`config.mk`:
```
export PLATFORM = sky130hd
export DESIGN_NAME = ppc_port_policy
export DESIGN_NICKNAME = d
export VERILOG_FILES = /design/src/ppc_pkg.sv /design/src/ppc_shed_pick.sv /design/src/ppc_port_policy.sv
export SDC_FILE = /design/constraint.sdc
export NUM_CORES = 1
export LEC_CHECK = 0
export BUFFER_PORTS_ARGS = -buffer_cell sky130_fd_sc_hd__buf_2
export CAP_MARGIN = 40
export CORE_ASPECT_RATIO = 0.75
export CORE_MARGIN = 2
export CORE_UTILIZATION = 56
export CTS_BUF_LIST = sky130_fd_sc_hd__clkbuf_8
export DETAILED_ROUTE_END_ITERATION = 8
export PLACE_DENSITY = 0.95
export SYNTH_ARGS = -nofsm -noshare
export SYNTH_HDL_FRONTEND = slang
export SYNTH_SLANG_ARGS = --single-unit
```
`constraint.sdc`:
```
create_clock -name CLK_IN -period 5.85 [get_ports CLK_IN]
set_input_delay 0.585 -clock CLK_IN [delete_from_list [all_inputs] [get_ports CLK_IN]]
set_output_delay 0.585 -clock CLK_IN [all_outputs]
set_load 0.02 [all_outputs]
```
`src/ppc_pkg.sv`:
```
// Purpose: Shared constants and types for the port policy and interrupt
//          control register group.
// Assumes: Eight-bit registers reached through an internal register port.
// Notes:   Reset values that come from straps are loaded after release.
package ppc_pkg;

    // Register offsets on the management register port.
    localparam logic [7:0] OFS_FOLDBACK_THRESHOLD_SELECT = 8'h0b;
    localparam logic [7:0] OFS_CLASSIFICATION_EXTENSION_ENABLE = 8'h0c;
    localparam logic [7:0] OFS_POWER_SHED_PRIORITY = 8'h0d;
    localparam logic [7:0] OFS_INTERRUPT_CONTROL = 8'h0e;

    // Field positions.
    localparam int POS_FOLDBACK_LEVEL_SELECT = 0;
    localparam int POS_HIGH_CLASS_ENABLE = 4;
    localparam int POS_DOUBLE_CLASS_ENABLE = 0;
    localparam int POS_IRQ_PIN_CLEAR = 2;
    localparam int POS_IRQ_SOURCE_CLEAR = 1;
    localparam int POS_IRQ_GLOBAL_ENABLE = 0;

    // Values after reset.
    localparam logic RST_FOLDBACK_LEVEL_SELECT = 1'b1;
    localparam logic [7:0] RST_POWER_SHED_PRIORITY = 8'he4;
    localparam logic RST_IRQ_GLOBAL_ENABLE = 1'b1;

    // Cycles after reset release before strap levels are trusted.
    localparam logic [1:0] STRAP_SETTLE_CYCLES = 2'h2;

    // Classification codes that allow a second classification event.
    localparam logic [2:0] CLASS_CODE_4 = 3'h4;
    localparam logic [2:0] CLASS_CODE_5 = 3'h5;

    // Register port request carrier.
    typedef struct packed {
        logic wr;
        logic rd;
        logic [7:0] addr;
        logic [7:0] wdata;
    } ppc_req_t;

endpackage

```
`src/ppc_shed_pick.sv`:
```
// Purpose: Picks the one powered port to shed on a power limit trip.
// Assumes: Higher rank code sheds first; ties go to the higher port.
// Notes:   Purely combinational; the caller registers the result.
`timescale 1ns/1ps
`default_nettype none
module ppc_shed_pick #(
    parameter int NUM_PORTS = 4
) (
    // Per-port rank codes and candidacy.
    input wire logic [NUM_PORTS-1:0][1:0] rank_in,
    input wire logic [NUM_PORTS-1:0] cand_in,
    // One-hot choice, zero when no candidate exists.
    output logic [NUM_PORTS-1:0] pick_out
);

    // A pick module with no ports cannot choose anything.
    if (NUM_PORTS < 1) begin : g_chk
        $error("ppc_shed_pick needs at least one port");
    end

    // Scan upward; using >= lets a later equal rank take the choice.
    always_comb begin
        logic [1:0] best;
        logic found;
        best = 2'h0;
        found = 1'b0;
        pick_out = '0;
        for (int i = 0; i < NUM_PORTS; i++) begin
            if (cand_in[i] && (!found || rank_in[i] >= best)) begin
                pick_out = '0;
                pick_out[i] = 1'b1;
                best = rank_in[i];
                found = 1'b1;
            end
        end
    end

endmodule
`default_nettype wire

```
`src/ppc_port_policy.sv`:
```
// Purpose: Port policy and interrupt control registers of a quad PSE.
// Assumes: Register port and event inputs share CLK_IN; straps are async.
// Notes:   Strap-derived bits settle a few cycles after reset release.
`timescale 1ns/1ps
`default_nettype none
module ppc_port_policy
    import ppc_pkg::*;
#(
    parameter int NUM_PORTS = 4
) (
    // Clock and reset.
    input wire logic CLK_IN,
    input wire logic NRST_IN,
    // Register port from the management bus decoder.
    input wire logic REG_WR_IN,
    input wire logic REG_RD_IN,
    input wire logic [7:0] REG_ADDR_IN,
    input wire logic [7:0] REG_WDATA_IN,
    output logic [7:0] REG_RDATA_OUT,
    // Strap pins, asynchronous.
    input wire logic HIGH_CLASS_STRAP_PIN_IN,
    input wire logic AUTO_STRAP_PIN_IN,
    // Interrupt events from the event registers, one-cycle pulses.
    input wire logic IRQ_EVENT_A_IN,
    input wire logic IRQ_EVENT_B_IN,
    // Interrupt pins and event register wipe.
    output logic IRQ_OUT_A_OUT,
    output logic IRQ_OUT_B_OUT,
    output logic EVENT_CLEAR_OUT,
    // Power limit supervision.
    input wire logic TOTAL_POWER_LIMIT_ENABLE_IN,
    input wire logic TOTAL_POWER_LIMIT_TRIP_IN,
    input wire logic [NUM_PORTS-1:0] PORT_POWERED_IN,
    output logic [NUM_PORTS-1:0] SHED_PORT_OUT,
    // Classification.
    input wire logic [NUM_PORTS-1:0] CLASS_DONE_IN,
    input wire logic [NUM_PORTS-1:0][2:0] FIRST_CLASS_IN,
    output logic [NUM_PORTS-1:0] SECOND_CLASS_REQ_OUT,
    // Configuration levels for the port engines.
    output logic FOLDBACK_LEVEL_SELECT_OUT,
    output logic [NUM_PORTS-1:0] HIGH_CLASS_ENABLE_OUT,
    output logic [NUM_PORTS-1:0] DOUBLE_CLASS_ENABLE_OUT
);

    // The register layout packs four ports per byte and cannot grow.
    if (NUM_PORTS != 4) begin : g_chk
        $error("ppc_port_policy supports exactly four ports");
    end

    // Whole state of the block.
    typedef struct packed {
        logic hc_s1;          // Class strap, first sync stage.
        logic hc_s2;          // Class strap, second sync stage.
        logic au_s1;          // Auto strap, first sync stage.
        logic au_s2;          // Auto strap, second sync stage.
        logic [1:0] settle;   // Cycles since reset release.
        logic loaded;         // Strap values have been taken.
        logic fold_sel;       // Foldback threshold select.
        logic [3:0] hc_en;    // High class enables.
        logic [3:0] dc_en;    // Double class enables.
        logic [7:0] rank;     // Shed ranks, two bits per port.
        logic irq_en;         // Global interrupt enable.
        logic pin_clr;        // Pin clear command, self-clearing.
        logic src_clr;        // Source clear command, self-clearing.
        logic irq_a;          // Pending state behind pin A.
        logic irq_b;          // Pending state behind pin B.
        logic [7:0] rdata;    // Read data register.
        logic [3:0] shed;     // Shed request pulse.
        logic [3:0] second;   // Second class request pulse.
    } ppc_state_t;

    ppc_state_t state_reg;
    ppc_state_t state_next;
    ppc_req_t req;             // Bundled register request.
    logic [3:0] pick;          // Port chosen for shedding.

    assign req = '{wr: REG_WR_IN, rd: REG_RD_IN, addr: REG_ADDR_IN,
                   wdata: REG_WDATA_IN};

    // Chooses among powered ports; gating by trip happens below.
    ppc_shed_pick #(
        .NUM_PORTS(4)
    ) u_pick (
        .rank_in(state_reg.rank),
        .cand_in(PORT_POWERED_IN),
        .pick_out(pick)
    );

    // Next-state logic for every register of the block.
    always_comb begin
        state_next = state_reg;
        // Strap synchronisers; stage one feeds stage two only.
        state_next.hc_s1 = HIGH_CLASS_STRAP_PIN_IN;
        state_next.hc_s2 = state_reg.hc_s1;
        state_next.au_s1 = AUTO_STRAP_PIN_IN;
        state_next.au_s2 = state_reg.au_s1;
        // Wait for the synchronisers to fill before loading straps.
        if (!state_reg.loaded) begin
            if (state_reg.settle == STRAP_SETTLE_CYCLES) begin
                state_next.loaded = 1'b1;
                state_next.hc_en = {4{state_reg.hc_s2}};
                state_next.dc_en = {4{state_reg.au_s2}};
            end else begin
                state_next.settle = state_reg.settle + 2'h1;
            end
        end
        // Commands act one cycle after they are written, then drop.
        state_next.pin_clr = 1'b0;
        state_next.src_clr = 1'b0;
        if (state_reg.pin_clr || state_reg.src_clr) begin
            state_next.irq_a = 1'b0;
            state_next.irq_b = 1'b0;
        end
        // A new event beats a clear in the same cycle, whatever the enable.
        if (IRQ_EVENT_A_IN) begin
            state_next.irq_a = 1'b1;
        end
        if (IRQ_EVENT_B_IN) begin
            state_next.irq_b = 1'b1;
        end
        // Register writes; reserved positions are simply not stored.
        if (req.wr) begin
            unique case (req.addr)
                OFS_FOLDBACK_THRESHOLD_SELECT: begin
                    state_next.fold_sel =
                        req.wdata[POS_FOLDBACK_LEVEL_SELECT];
                end
                OFS_CLASSIFICATION_EXTENSION_ENABLE: begin
                    state_next.hc_en =
                        req.wdata[POS_HIGH_CLASS_ENABLE +: 4];
                    state_next.dc_en =
                        req.wdata[POS_DOUBLE_CLASS_ENABLE +: 4];
                end
                OFS_POWER_SHED_PRIORITY: begin
                    state_next.rank = req.wdata;
                end
                OFS_INTERRUPT_CONTROL: begin
                    state_next.irq_en = req.wdata[POS_IRQ_GLOBAL_ENABLE];
                    state_next.pin_clr = req.wdata[POS_IRQ_PIN_CLEAR];
                    state_next.src_clr = req.wdata[POS_IRQ_SOURCE_CLEAR];
                end
                default: begin
                    // Other offsets belong to other register groups.
                end
            endcase
        end
        // Read data; unmapped offsets and reserved bits read zero.
        if (req.rd) begin
            unique case (req.addr)
                OFS_FOLDBACK_THRESHOLD_SELECT: begin
                    state_next.rdata = {7'h00, state_reg.fold_sel};
                end
                OFS_CLASSIFICATION_EXTENSION_ENABLE: begin
                    state_next.rdata = {state_reg.hc_en, state_reg.dc_en};
                end
                OFS_POWER_SHED_PRIORITY: begin
                    state_next.rdata = state_reg.rank;
                end
                OFS_INTERRUPT_CONTROL: begin
                    state_next.rdata = {5'h00, state_reg.pin_clr,
                                        state_reg.src_clr,
                                        state_reg.irq_en};
                end
                default: begin
                    state_next.rdata = 8'h00;
                end
            endcase
        end
        // Shedding pulses in every cycle the trip is high, only when the limit is on.
        state_next.shed = 4'h0;
        if (TOTAL_POWER_LIMIT_TRIP_IN && TOTAL_POWER_LIMIT_ENABLE_IN) begin
            state_next.shed = pick;
        end
        // Second classification only after a class 4 or 5 first result.
        for (int i = 0; i < 4; i++) begin
            state_next.second[i] = CLASS_DONE_IN[i] && state_reg.dc_en[i] &&
                ((FIRST_CLASS_IN[i] == CLASS_CODE_4) ||
                 (FIRST_CLASS_IN[i] == CLASS_CODE_5));
        end
    end

    // State register; reset gives constants only, straps come later.
    always_ff @(posedge CLK_IN or negedge NRST_IN) begin
        if (!NRST_IN) begin
            state_reg <= '0;
            state_reg.fold_sel <= RST_FOLDBACK_LEVEL_SELECT;
            state_reg.rank <= RST_POWER_SHED_PRIORITY;
            state_reg.irq_en <= RST_IRQ_GLOBAL_ENABLE;
        end else begin
            state_reg <= state_next;
        end
    end

    // Outputs; pins are gated by the enable, the pending state is not.
    assign IRQ_OUT_A_OUT = state_reg.irq_a && state_reg.irq_en;
    assign IRQ_OUT_B_OUT = state_reg.irq_b && state_reg.irq_en;
    assign EVENT_CLEAR_OUT = state_reg.src_clr;
    assign REG_RDATA_OUT = state_reg.rdata;
    assign SHED_PORT_OUT = state_reg.shed;
    assign SECOND_CLASS_REQ_OUT = state_reg.second;
    assign FOLDBACK_LEVEL_SELECT_OUT = state_reg.fold_sel;
    assign HIGH_CLASS_ENABLE_OUT = state_reg.hc_en;
    assign DOUBLE_CLASS_ENABLE_OUT = state_reg.dc_en;
endmodule
`default_nettype wire

```
[Word level (Yosys, flattened, before mapping)]
Index checks and enable logic that the tools add are counted.
Storage, ports and cells
  flip-flop bits (word level): 45
  bits of input ports: 46
  output and inout port bits: 28
  word-level logic and storage cells: 91
Operators by class
  add/sub/neg operators: 1
  order comparisons: 3
  equality and inequality tests: 13
  mux-type cells: 23
  bitwise logic cells: 2
  reductions and logical operators: 31
Operator list (count)
  == test 8 x 4 -> 1 bit, second input constant: 4
  2-to-1 mux 8 bit: 4
  case mux 8 bit (4 select lines): 1
  == test 3 bit, second input constant: 8
  2-to-1 mux 19 bit: 1
  2-to-1 mux 4 bit: 4
  logical AND 1 bit: 14
  logical OR 1 bit: 8
  2-to-1 mux 1 bit: 8
  2-to-1 mux 2 bit: 4
  AND reduction 2 bit: 4
  >= comparator 2 bit: 3
  nonzero test 2 bit: 2
  logical NOT 1 bit: 3
  2-to-1 mux 3 bit: 1
  adder 2 x 1 -> 2 bit, second input constant: 1
  == test 2 bit, second input constant: 1
  NOT 1 bit: 2

[Longest topological paths before layout]
  depth after elaboration: 14
  mapped depth: 15
  depth with buffers taken out: 15

[By module]
Synthesis repeated with hierarchy kept, for this count alone.
Unflattened totals
  cell total of the unflattened synthesis: 221
  area total of the unflattened synthesis: 2466.1 um^2
Modules (own cells, without submodules)
  ppc_port_policy: times used 1, cells an instance 184, area an instance 2200.9 um^2, seq. area each 1133.6 um^2
  ppc_shed_pick: times used 1, cells an instance 37, area an instance 265.3 um^2, seq. area each 0.0 um^2

[Worst setup path after synthesis]
No wires, ideal clock.
  path kind: input-to-reg
  from: input PORT_POWERED_IN[0]
  to: register state_reg, in the netlist SHED_PORT_OUT[0]
  setup time: 101 ps
  arrival: 3736 ps
  data required time: 5749 ps
  slack: 2013 ps
  stages on the path: 13
  path buffers: 0
  cells stage by stage: and2_1 > ha_1 > nor2b_1 > a2bb2oi_1 > mux2_2 > ha_1 > o21ai_0 > a21boi_0 > mux2_2 > ha_1 > a21boi_0 > o31a_1 > nor4_1
RTL lines
  start, declared: line ppc_port_policy.sv:33  | input wire logic [NUM_PORTS-1:0] PORT_POWERED_IN,
  end signal, assigned: line ppc_port_policy.sv:190  | state_reg <= state_next;
  end, declared: line ppc_port_policy.sv:72  | ppc_state_t state_reg;

==> out/metrics.yaml <==
status:
  status: "completed"
timing:
  slew_headroom_pct: 56.78
  tightest_slew_ns: 0.6448
  report.final.slew_viol_count: 0
  fin_crit_ns: 4.111
  fin_ws_ns: 1.739
  tns_ns: 0
  finClkSkew_ns: 0.001118
  hold_viol_final: 0
  rsz0062_at_grt: "false"
  setup_viol: 0
  fmax_mhz: 243.2
  fin_crit_sh_pct: 70.28
floorplan:
  fp.dieArea_um2: 4593
  initial_utilization_pct: 57.17
  core_region_area_um2: 3979
  die_h_um: 59.20
  die_w_um: 77.59
  ios: 74
  placementRows: 20
synthesis:
  synth.area.top_cells: "dfrtp_1 (43%), buf_4 (7.9%), dfstp_2 (6.9%)"
  synth_top_area_share_pct: 42.90
  yosysTopAreaCell: "dfrtp_1"
  ys_ff_latch: 45
  synth_area_um2: 2275
  syn-instance-count: 215
  synth_sequential_area_ratio_pct: 49.83
  ys_warn_count: 0
  synth_cell_types: 40
  synth.avg_cell_area_um2: 10.58
  syn-num-nets: 268
clock_network:
  cts_sinks: 45
  post_cts_buffers: 0
  cts_made_buffers: 5
  cts_tree: "yes"
  clk_pin_slew_ns: 0.08
  cts_resized: 0
  hold_buffers: 0
  cts_max_level: 2
  cts_root_buffer: "clkbuf_8"
  clk_latency_ns: 0.29
  clockBufferDepth: 2
placement:
  place_inst: 310
  dpl-instance-area_um2: 2504
  port_buffers: 69
  hpwl_um: 3460
  place_congestion: 0.8504
  dp_worst_setup_slack_ns: 1.513
routing:
  drc_errors: 0
  drtIter0Drc: 103
  wire_per_inst_um: 13.92
  drt-vias-per-instance: 5.324
  routed_wl_um: 4425
  detail-route-antenna-nets: 0
  first_pass_iters: 4
  num_vias: 1693
global_route:
  met3_usage_pct: 5.335
  use_met2_pct: 33.99
  antenna_found_initial: 0
  grt_overflow_total: 0
  grt_pass1_vias: 1617
  grt.met1_usage_pct: 25.08
  grt_use_total_pct: 20.14
  grt_most_used_layer: "met2"
  grt_max_degree: 40
  grt_pass1_wl_um: 7038
run:
  maxCapViolCount: 0
final_layout:
  area_growth_pct: 13.70
  final_cell_mix: "buf_2 (69), dfrtp_1 (39), inv_1 (21)"
  layout.nets: 315
  final_common_cell: "buf_2"
  largest_reg_flops: 17
  n_antenna_cell: 0
  final_cells: 318
  regArea_um2: 1134
  fin_area_um2: 2586
  post-route-util_pct: 65.00
  drive_gt1_share_pct: 37.64
  fillCellCount: 312
  multiInputGateArea_um2: 860.8
worst_setup_path:
  slowest_delay_ns: 0.56
  cp_data_arrival_time_ns: 4.30
  reg2reg_from: "state_reg[23]"
  crit_path_start_kind: "register"
  critical_path_required_ns: 6.04
  crit_type: "register to register"
  cpMostUsedCell: "ha_1"
  crit_buf_inv: 1
  critPathTopFamily: "compound AO/OA/AOI/OAI gates"
  cp-startpoint: "state_reg[23]"
  slowest_stage: "dfstp_2"
  cp_max_fo: 5
  path_cells: "inv_1 > ha_1 > nor2b_1 > a2bb2oi_1 > mux2_2 > ha_1 > o21ai_0 > a21boi_0 > mux2_2 > ha_1 > a21boi_0 > o31a_1 > nor4_1"
  endpoint_kind: "register"
  r2r_cells: 13
  path_depth: 13
worst_hold_path:
  hold_class: "primary input to async pin"
pwr:
  p_per_area_nw_per_um2: 231.6
  peakVddDrop_mv: 0.1801
  p_leak_nw: 1.335
## stage by stage
| step | hold WS (ns) | power, mW |
|---|---|---|
| 3_3_place_gp | 0.3343 | 0.4203 |
| 3_5_place_dp | 0.3419 | 0.4264 |
| 5_1_grt | 0.1124 | 0.6265 |
| 4_1_cts | 0.1123 | 0.6062 |
| 6_report | 0.1167 | 0.5990 |
| 2_1_floorplan | 0.2894 | 0.3942 |
## metal layers
metal / part of all wire (%) / wire (µm) / vias to the layer above
li1: - / - / 802
met1: 43 / 1922 / 817
met2: 49 / 2152 / 65
met3: 6.6 / 292 / 9
met4: 1.3 / 58 / 0
met5: 0 / 0 / -
## worst paths after layout
path	to	slack, ns
min reg2reg	state_reg[41]	0.36
min in group CLK_IN	state_reg[41]	0.36
max reg2reg	SHED_PORT_OUT[0]	1.74
min	state_next[43]	0.12
max	SHED_PORT_OUT[0]	1.74
max in group asynchronous	state_reg[23]	5.23
## Yosys cell counts
| cell type | n |
|---|---|
| nand4_1 | 1 |
| dfstp_2 | 6 |
| nand4b_1 | 1 |
| buf_1 | 1 |
| or2_2 | 1 |
| clkbuf_1 | 3 |
| nand2b_1 | 2 |
| dfrtp_1 | 39 |
| nor3b_1 | 1 |
| nor3_1 | 1 |
| and2_1 | 3 |
| nor4_4 | 1 |
| or3_1 | 1 |
| ha_1 | 7 |
| nor2_1 | 18 |
| o31a_1 | 1 |
| a21o_1 | 2 |
| and3b_1 | 1 |
| inv_1 | 20 |
| nand2_2 | 1 |
| a31oi_1 | 1 |
| nor2b_1 | 3 |
| o21ai_0 | 3 |
| a21boi_0 | 2 |
| a2bb2oi_1 | 1 |
| buf_4 | 24 |
| nor4b_1 | 1 |
| o22ai_1 | 7 |
| and4b_1 | 4 |
| mux2_2 | 12 |
| xnor2_1 | 1 |
| nand3_1 | 1 |
| nand2_1 | 8 |
| buf_2 | 2 |
| and3_1 | 1 |
| mux2i_1 | 10 |
| or3b_1 | 1 |
| nor3_4 | 1 |
| nor4_1 | 2 |
| a21oi_1 | 19 |
## power by group
group / leakage, nW / switching, mW / internal (mW)
clock network: 0.0491 / 0.0975 / 0.0810
logic: 0.731 / 0.0487 / 0.0371
registers: 0.555 / 0.0101 / 0.325
total: 1.33 / 0.156 / 0.443
## cells by family after synthesis
kind of cell	share of synthesized area (%)
xor+xnor	0.3851
mux	10.34
compound gates	9.131
flops	49.84
simple gates	14.14
fa+ha+maj	3.850
buf+inv	12.32
## final cells by class
class | count | area share [%]
flip-flops and latches | 45 | 43.83
multi-input cells | 120 | 33.28
repair buffers | 70 | 14.13
inverters | 20 | 2.903
clock buffers | 5 | 2.661
well taps | 55 | 2.661
clock inverters | 3 | 0.5322
Note: power is estimated with default switching activity, not from simulation.
